File: src/dma_event_pkg.sv
// constants shared by the channel event and interrupt control block
//
// Operation
// an abort request number in event control bits 23-16, reset all ones, aborts the transfer and sets the abort flag when enabled and matched;
// the code does both only while the channel is on.
// a start request number in event control bits 15-8, reset all ones, selects any request 0 to 255 as the start trigger.
// writing one to event control bit 7 starts a transfer at once without a request.
// the code starts only while the channel is on and no abort comes in the same cycle.
// writing one to event control bit 6 aborts the channel transfer.
// bits 7 and 6 are write-one strobes that read zero, and writing zero to them does nothing.
// with bit 5 set a pattern match aborts the transfer and clears the channel enable; with it clear matching is off.
// with bit 4 set a request equal to the start number starts one cell transfer; with it clear the request is ignored.
// the code starts only while the channel is on and no abort comes in the same cycle.
// with bit 3 set a request equal to the abort number aborts the transfer; with it clear the request is ignored.
// event control bits 31-24 and 2-0 read zero.
// interrupt control holds eight enables in 23:16 and eight flags in 7:0, both ordered src done, src half, dst done, dst half, block, cell, abort, address error.
// interrupt control bits 31-24 and 15-8 read zero.
// each interrupt enable is read/write and resets to zero.
// the block done flag sets when a block completes or on a pattern match.
// the transfer abort flag sets when a matching abort request aborts the transfer.
// the cell done flag sets each time one cell has moved.
// the interrupt output is high while any flag and its enable are both one, until software clears the flag.
package dma_event_pkg;

  // register byte offsets, one aligned word each
  localparam logic [7:0] CTRL_OFS      = 8'h00;
  localparam logic [7:0] EVENT_CTL_OFS = 8'h10;
  localparam logic [7:0] INT_CTL_OFS   = 8'h20;

  // channel control fields
  localparam int CH_ON_BIT   = 7;
  localparam int CH_BUSY_BIT = 15;

  // event control fields
  localparam int ABORT_NUM_LSB  = 16;
  localparam int START_NUM_LSB  = 8;
  localparam int FORCE_BIT      = 7;
  localparam int SW_ABORT_BIT   = 6;
  localparam int PAT_EN_BIT     = 5;
  localparam int START_EN_BIT   = 4;
  localparam int ABORT_EN_BIT   = 3;

  // interrupt control fields
  localparam int IRQ_EN_LSB = 16;
  localparam int FLAG_LSB   = 0;

  // flag positions inside the 8-bit groups
  localparam int F_SRC_DONE = 7;
  localparam int F_SRC_HALF = 6;
  localparam int F_DST_DONE = 5;
  localparam int F_DST_HALF = 4;
  localparam int F_BLOCK    = 3;
  localparam int F_CELL     = 2;
  localparam int F_ABORT    = 1;
  localparam int F_ADDR_ERR = 0;

  // values after reset
  localparam logic [7:0] ABORT_NUM_RST = 8'hFF;
  localparam logic [7:0] START_NUM_RST = 8'hFF;
  localparam logic [7:0] IRQ_EN_RST    = 8'h00;

endpackage

File: src/dma_channel_event_irq_ctrl.sv
// channel event and interrupt control with apb register access
`timescale 1ns/100ps
`default_nettype none
module dma_channel_event_irq_ctrl
  import dma_event_pkg::*;
#(
  parameter int IRQ_COUNT = 256
)
(
  // clock and reset
  input  wire logic        sys_clk,
  input  wire logic        rst,
  // apb slave
  input  wire logic        psel,
  input  wire logic        penable,
  input  wire logic        pwrite,
  input  wire logic [7:0]  paddr,
  input  wire logic [31:0] pwdata,
  output logic [31:0]      prdata,
  output logic             pready,
  output logic             pslverr,
  // interrupt request lines, pulses from on-chip logic
  input  wire logic [255:0] irq_lines,
  // transfer engine events, one-cycle pulses
  input  wire logic        src_done_evt,
  input  wire logic        src_half_evt,
  input  wire logic        dst_done_evt,
  input  wire logic        dst_half_evt,
  input  wire logic        block_done_evt,
  input  wire logic        cell_done_evt,
  input  wire logic        addr_error_evt,
  input  wire logic        pattern_match_evt,
  // transfer engine commands
  output logic             cell_start,
  output logic             xfer_abort,
  output logic             channel_on,
  // channel interrupt
  output logic             channel_irq
);

  // the request bus is a fixed 256 lines wide, so no other count is served
  if (IRQ_COUNT != 256) begin : g_bad_count
    $error("IRQ_COUNT must be 256");
  end

  // registers
  logic       channel_on_reg;
  logic       busy_reg;
  logic [7:0] abort_request_number_reg;
  logic [7:0] start_request_number_reg;
  logic       pattern_abort_enable_reg;
  logic       start_request_enable_reg;
  logic       abort_request_enable_reg;
  logic [7:0] irq_en_reg;
  logic [7:0] flag_reg;
  logic [7:0] flag_next;
  logic       cell_start_reg;
  logic       xfer_abort_reg;
  logic       channel_irq_reg;
  logic [31:0] prdata_reg;
  logic       pready_reg;
  logic       pslverr_reg;

  // apb decode; one wait state, answer in the second access cycle
  wire access     = psel & penable & ~pready_reg;
  wire wr_access  = access & pwrite;
  wire rd_access  = access & ~pwrite;
  wire hit_ctrl   = (paddr == CTRL_OFS);
  wire hit_event  = (paddr == EVENT_CTL_OFS);
  wire hit_int    = (paddr == INT_CTL_OFS);
  wire mapped     = hit_ctrl | hit_event | hit_int;
  wire wr_ctrl    = wr_access & hit_ctrl;
  wire wr_event   = wr_access & hit_event;
  wire wr_int     = wr_access & hit_int;

  // strobes only on a written one
  wire force_strobe = wr_event & pwdata[FORCE_BIT];
  wire sw_abort     = wr_event & pwdata[SW_ABORT_BIT];

  // request matchers
  wire start_hit;
  wire abort_hit;
  req_match u_start_match (
    .irq_lines  (irq_lines),
    .irq_number (start_request_number_reg),
    .match_en   (start_request_enable_reg),
    .hit        (start_hit)
  );
  req_match u_abort_match (
    .irq_lines  (irq_lines),
    .irq_number (abort_request_number_reg),
    .match_en   (abort_request_enable_reg),
    .hit        (abort_hit)
  );

  // pattern match counts only when enabled
  wire pat_abort = pattern_abort_enable_reg & pattern_match_evt;
  // abort requests only count while the channel is on
  wire req_abort = abort_hit & channel_on_reg;
  wire any_abort = req_abort | sw_abort | pat_abort;
  // start needs the channel on and no abort in the same cycle
  wire any_start = (start_hit | force_strobe) & channel_on_reg
                   & ~any_abort;

  // event vector in flag order
  wire [7:0] evt_vec = {src_done_evt, src_half_evt,
                        dst_done_evt, dst_half_evt,
                        block_done_evt | pat_abort,
                        cell_done_evt, req_abort,
                        addr_error_evt};

  // flag update: hardware set wins over software clear
  wire [7:0] flag_wr = wr_int ? pwdata[FLAG_LSB +: 8] : flag_reg;
  assign flag_next = flag_wr | evt_vec;

  // read mux; unimplemented bits read zero
  wire [31:0] ctrl_rd  = {16'h0000, busy_reg, 7'h00, channel_on_reg, 7'h00};
  wire [31:0] event_rd = {8'h00, abort_request_number_reg,
                          start_request_number_reg, 2'b00,
                          pattern_abort_enable_reg,
                          start_request_enable_reg,
                          abort_request_enable_reg, 3'b000};
  wire [31:0] int_rd   = {8'h00, irq_en_reg, 8'h00, flag_reg};
  wire [31:0] rd_mux   = hit_ctrl  ? ctrl_rd :
                         hit_event ? event_rd :
                         hit_int   ? int_rd : 32'h0000_0000;

  // apb answer
  always_ff @(posedge sys_clk) begin
    if (rst) begin
      pready_reg  <= 1'b0;
      pslverr_reg <= 1'b0;
      prdata_reg  <= 32'h0000_0000;
    end else begin
      pready_reg  <= access;
      pslverr_reg <= access & ~mapped;
      prdata_reg  <= rd_access ? rd_mux : 32'h0000_0000;
    end
  end

  // channel control; pattern abort clears the enable
  always_ff @(posedge sys_clk) begin
    if (rst) begin
      channel_on_reg <= 1'b0;
    end else if (pat_abort) begin
      channel_on_reg <= 1'b0;
    end else if (wr_ctrl) begin
      channel_on_reg <= pwdata[CH_ON_BIT];
    end
  end

  // busy: set by a start, cleared by abort, block end or disable
  always_ff @(posedge sys_clk) begin
    if (rst) begin
      busy_reg <= 1'b0;
    end else if (any_abort | block_done_evt | ~channel_on_reg) begin
      busy_reg <= 1'b0;
    end else if (any_start) begin
      busy_reg <= 1'b1;
    end
  end

  // event control fields
  always_ff @(posedge sys_clk) begin
    if (rst) begin
      abort_request_number_reg <= ABORT_NUM_RST;
      start_request_number_reg <= START_NUM_RST;
      pattern_abort_enable_reg <= 1'b0;
      start_request_enable_reg <= 1'b0;
      abort_request_enable_reg <= 1'b0;
    end else if (wr_event) begin
      abort_request_number_reg <= pwdata[ABORT_NUM_LSB +: 8];
      start_request_number_reg <= pwdata[START_NUM_LSB +: 8];
      pattern_abort_enable_reg <= pwdata[PAT_EN_BIT];
      start_request_enable_reg <= pwdata[START_EN_BIT];
      abort_request_enable_reg <= pwdata[ABORT_EN_BIT];
    end
  end

  // interrupt enables and flags
  always_ff @(posedge sys_clk) begin
    if (rst) begin
      irq_en_reg <= IRQ_EN_RST;
      flag_reg   <= 8'h00;
    end else begin
      if (wr_int) begin
        irq_en_reg <= pwdata[IRQ_EN_LSB +: 8];
      end
      flag_reg <= flag_next;
    end
  end

  // engine commands and interrupt, all registered
  always_ff @(posedge sys_clk) begin
    if (rst) begin
      cell_start_reg  <= 1'b0;
      xfer_abort_reg  <= 1'b0;
      channel_irq_reg <= 1'b0;
    end else begin
      cell_start_reg  <= any_start;
      xfer_abort_reg  <= any_abort;
      channel_irq_reg <= |(flag_next & irq_en_reg);
    end
  end

  assign prdata      = prdata_reg;
  assign pready      = pready_reg;
  assign pslverr     = pslverr_reg;
  assign cell_start  = cell_start_reg;
  assign xfer_abort  = xfer_abort_reg;
  assign channel_on  = channel_on_reg;
  assign channel_irq = channel_irq_reg;
endmodule
`default_nettype wire

File: src/req_match.sv
// one request-number comparator with its enable
`timescale 1ns/100ps
`default_nettype none
module req_match
  import dma_event_pkg::*;
(
  // request line side
  input  wire logic [255:0] irq_lines,
  input  wire logic [7:0]   irq_number,
  input  wire logic         match_en,
  // result
  output logic              hit
);
  // selected line gated by its enable
  assign hit = match_en & irq_lines[irq_number];
endmodule
`default_nettype wire
File: config.mk
export PLATFORM = sky130hd
export DESIGN_NAME = dma_channel_event_irq_ctrl
export DESIGN_NICKNAME = d
export VERILOG_FILES = /design/src/dma_event_pkg.sv /design/src/dma_channel_event_irq_ctrl.sv /design/src/req_match.sv
export SDC_FILE = /design/constraint.sdc
export NUM_CORES = 1
export LEC_CHECK = 0
export ABC_AREA = 1
export BUFFER_PORTS_ARGS = -buffer_cell sky130_fd_sc_hd__buf_2
export CAP_MARGIN = 10
export CORE_MARGIN = 10
export CORE_UTILIZATION = 30
export CTS_CLUSTER_DIAMETER = 50
export DETAILED_ROUTE_END_ITERATION = 8
export HOLD_SLACK_MARGIN = 0.02
export SYNTH_ARGS = -nofsm -noshare
export SYNTH_HDL_FRONTEND = slang
export SYNTH_HIERARCHICAL = 1
export SYNTH_SLANG_ARGS = --single-unit
File: constraint.sdc
create_clock -name sys_clk -period 4.2 [get_ports sys_clk]
set_clock_uncertainty 0.15 [all_clocks]
set_input_delay 0.21 -clock sys_clk [delete_from_list [all_inputs] [get_ports sys_clk]]
set_output_delay 0.21 -clock sys_clk [all_outputs]
set_load 0.01 [all_outputs]
==> flow_summary_export.csv <==
group,metric,value,unit
synth,ys_ff_latch,66,
layout,areaGrowthSynthToFinish,26.5,%
setup_path,critPathMostFrequentCell,"nand3_1",
setup_path,worstPathRequired,4.31,ns
routing,firstDrtPassIters,6,
layout,largest_reg_flops,24,
grt,antenna_found_initial,27,
setup_path,rrSetupSlack,0.82,ns
sta,setup-violations-final,0,
sta,rsz0062_at_grt,"false",
setup_path,r2r-start,"start_request_number_reg[0]",
sta,hold_viol_final,0,
routing,wire_per_inst,19.9,um
clock_tree,clkLatencyLatePin,0.33,ns
routing,finalWirelength,42.2,mm
sta,fin_crit,3.38,ns
clock_tree,cts.sinks,66,
grt,overflow,0,
layout,stdcell_area,0.00997,mm2
die,io-pin-count,347,
clock_tree,path_clk_slew,0.06,ns
sta,tns,0,ns
setup_path,worstPathCellList,"buf_4, nand2_1, nand3_1, nand3_1, nand3_1, nand3_1, nand2_1, nand2_1, nand3_1, nand3b_1, a21oi_1, o21ai_0, a21oi_1",
clock_tree,cts_setup_buffers,0,
setup_path,start_kind,"flip-flop",
synth,syn_area,0.00788,mm2
setup_path,path_max_fanout,70,
power_and_ir_drop,p_per_area,187,mW/mm2
clock_tree,cts_made_buffers,9,
routing,vias_per_cell,5.39,
clock_tree,cts_buffer_depth,2,
setup_path,crit_arrival,3.49,ns
setup_path,path_delay_family,"simple AND/OR/NAND/NOR gates",
placement,hpwlAfterDp,30.4,mm
die,coreArea,0.0260,mm2
setup_path,cpMaxStageDelayCell,"dfxtp_4",
die,die_h,182,um
setup_path,endpoint_kind,"flip-flop",
setup_path,path_class,"flip-flop to flip-flop",
layout,layout_commonest_cell,"nand2_1",
min_path,min_to,"abort_request_enable_reg",
placement,routabilityCongestion,0.912,
clock_tree,htreeDepth,3,
clock_tree,cts_tree,"yes",
layout,nets,2063,
min_path,hold_depth,3,
min_path,hold_class,"primary input to flip-flop",
routing,drtAntennaViolNets,0,
clock_tree,cts-root-buf,"clkbuf_16",
layout,layout_common_cells,"nand2_1 (627), nand3_1 (526), buf_2 (330), dfxtp_1 (60), nor2_1 (42)",
setup_path,r2r.worst_path.cells,13,
sta,max_slew.worst_pin.slew,0.962,ns
die,die_area,0.0331,mm2
routing,drtIter0Drc,1418,
min_path,hp-start,"pwdata[3]",
setup_path,slowest_delay,0.82,ns
die,die_x,182,um
status,status,"finished, final reports clean",
sta,fmaxAchievable,296,MHz
routing,vias,11400,
placement,io_buffers,330,
sta,timing.slew.headroom,0.358,
routing,drc_errors,0,
die,initial_core_util,0.303,
sta,fin_crit_sh,0.805,
setup_path,crit_buf_inv,1,
placement,placed_area,0.00937,mm2
grt,gr-usage-all-layers,0.236,
setup_path,reg2reg_to,"busy_reg",
layout,layout-drive-gt1-share,0.225,
sta,maxSlewViolCount,0,
synth,ys_warn_count,6,
power_and_ir_drop,p_leak,5.16,nW
grt,grt_pass1_vias,10800,
synth,netlist_instances,1491,
synth,synth_cell_types,25,
power_and_ir_drop,max-vdd-ir-drop,297,uV
synth,synth_seq_area_share,0.168,
job,maxCapViolations,0,
grt,grt_pass1_wl,63.0,mm
synth,synth_area_per_cell,5.28,um2
grt,grt_max_degree,131,
die,num_rows,59,
[worst max-delay path by stage]
stage	from	endpoint	slack, ns	cells after the start
floorplan	abort_request_number_reg[0]	channel_irq	2.16	19
global placement	start_request_number_reg[0]	busy_reg	0.86	13
detailed placement	start_request_number_reg[0]	busy_reg	0.81	13
CTS	start_request_number_reg[0]	busy_reg	0.80	13
global route	start_request_number_reg[0]	busy_reg	0.59	13
finish	start_request_number_reg[0]	busy_reg	0.82	13
[metal layers]
metal / GRT usage / vias to the layer above / share of wire
li1: - / 5458 / -
met1: 0.296 / 5157 / 0.40
met2: 0.378 / 688 / 0.46
met3: 0.0604 / 89 / 0.11
met4: 0.0937 / 14 / 0.027
met5: 0 / - / 0.0023
[worst min-delay path, delay by kind of cell]
kind	cells	cell delay [ns]
AOI/OAI and AO/OA	1	0.08
and+or+nand+nor	1	0.08
buffers and inverters	1	0.09
[synth_stat cells]
cell,count,area [um2]
nand3b_1,5,37.5
buf_2,38,190
dfxtp_1,66,1320
buf_1,12,45.0
nand3_1,526,2630
conb_1,1,3.75
nand2_2,3,18.8
nand3_2,4,40.0
nor3_1,2,10.0
nor2_1,42,158
nor2_4,1,11.3
buf_6,22,248
a31oi_1,5,31.3
a21oi_2,1,8.76
nand2_1,627,2350
nor2_2,6,37.5
a21oi_1,8,40.0
inv_2,6,22.5
inv_1,38,143
nand2_4,2,22.5
buf_4,41,308
nor4_4,1,21.3
clkbuf_1,13,48.8
o211ai_1,8,60.1
o21ai_0,13,65.1
[what timing repair did]
action / in CTS / in global routing
resized for setup: 0 / 0
hold endpoints to repair: 27 / 0
setup endpoints to repair: 0 / 0
hold buffers: 21 / 0
[stage by stage]
stage	util	worst slack (ns)	total power, mW	std cells	hold slack, ns
2_1_floorplan	-	2.16	0.812	1498	0.152
6_report	0.384	0.820	1.86	2117	0.0279
4_1_cts	0.381	0.801	1.86	2094	0.0203
3_5_place_dp	0.360	0.809	1.01	2057	0.266
5_1_grt	0.383	0.592	1.95	2108	0.0275
3_3_place_gp	0.360	0.857	1.01	2057	0.264
[layout make-up]
type | instances | area, um2
fill | 2871 | 16000
multi-input combinational | 1262 | 5580
timing repair buffer | 371 | 2070
sequential | 66 | 1330
tap | 335 | 419
clock buffer | 10 | 239
inverter | 44 | 170
clock inverter | 6 | 96.3
antenna | 23 | 57.6
[power by group]
part	switching, mW	leakage [nW]	total [mW]	internal, mW
registers	0.00308	0.532	0.634	0.631
logic	0.196	4.47	0.389	0.193
clock network	0.294	0.162	0.838	0.544
total	0.493	5.16	1.86	1.37
[kinds of logic (layout without fill, tap and decap cells)]
kind of cell / Yosys count / count (layout) / synth area share
compound gates: 35 / 35 / 0.0260
buf+inv: 170 / 431 / 0.128
flops: 66 / 66 / 0.168
other cells: 1 / 31 / 0.000476
simple gates: 1219 / 1219 / 0.678
Power figures use the tool's default switching activity.
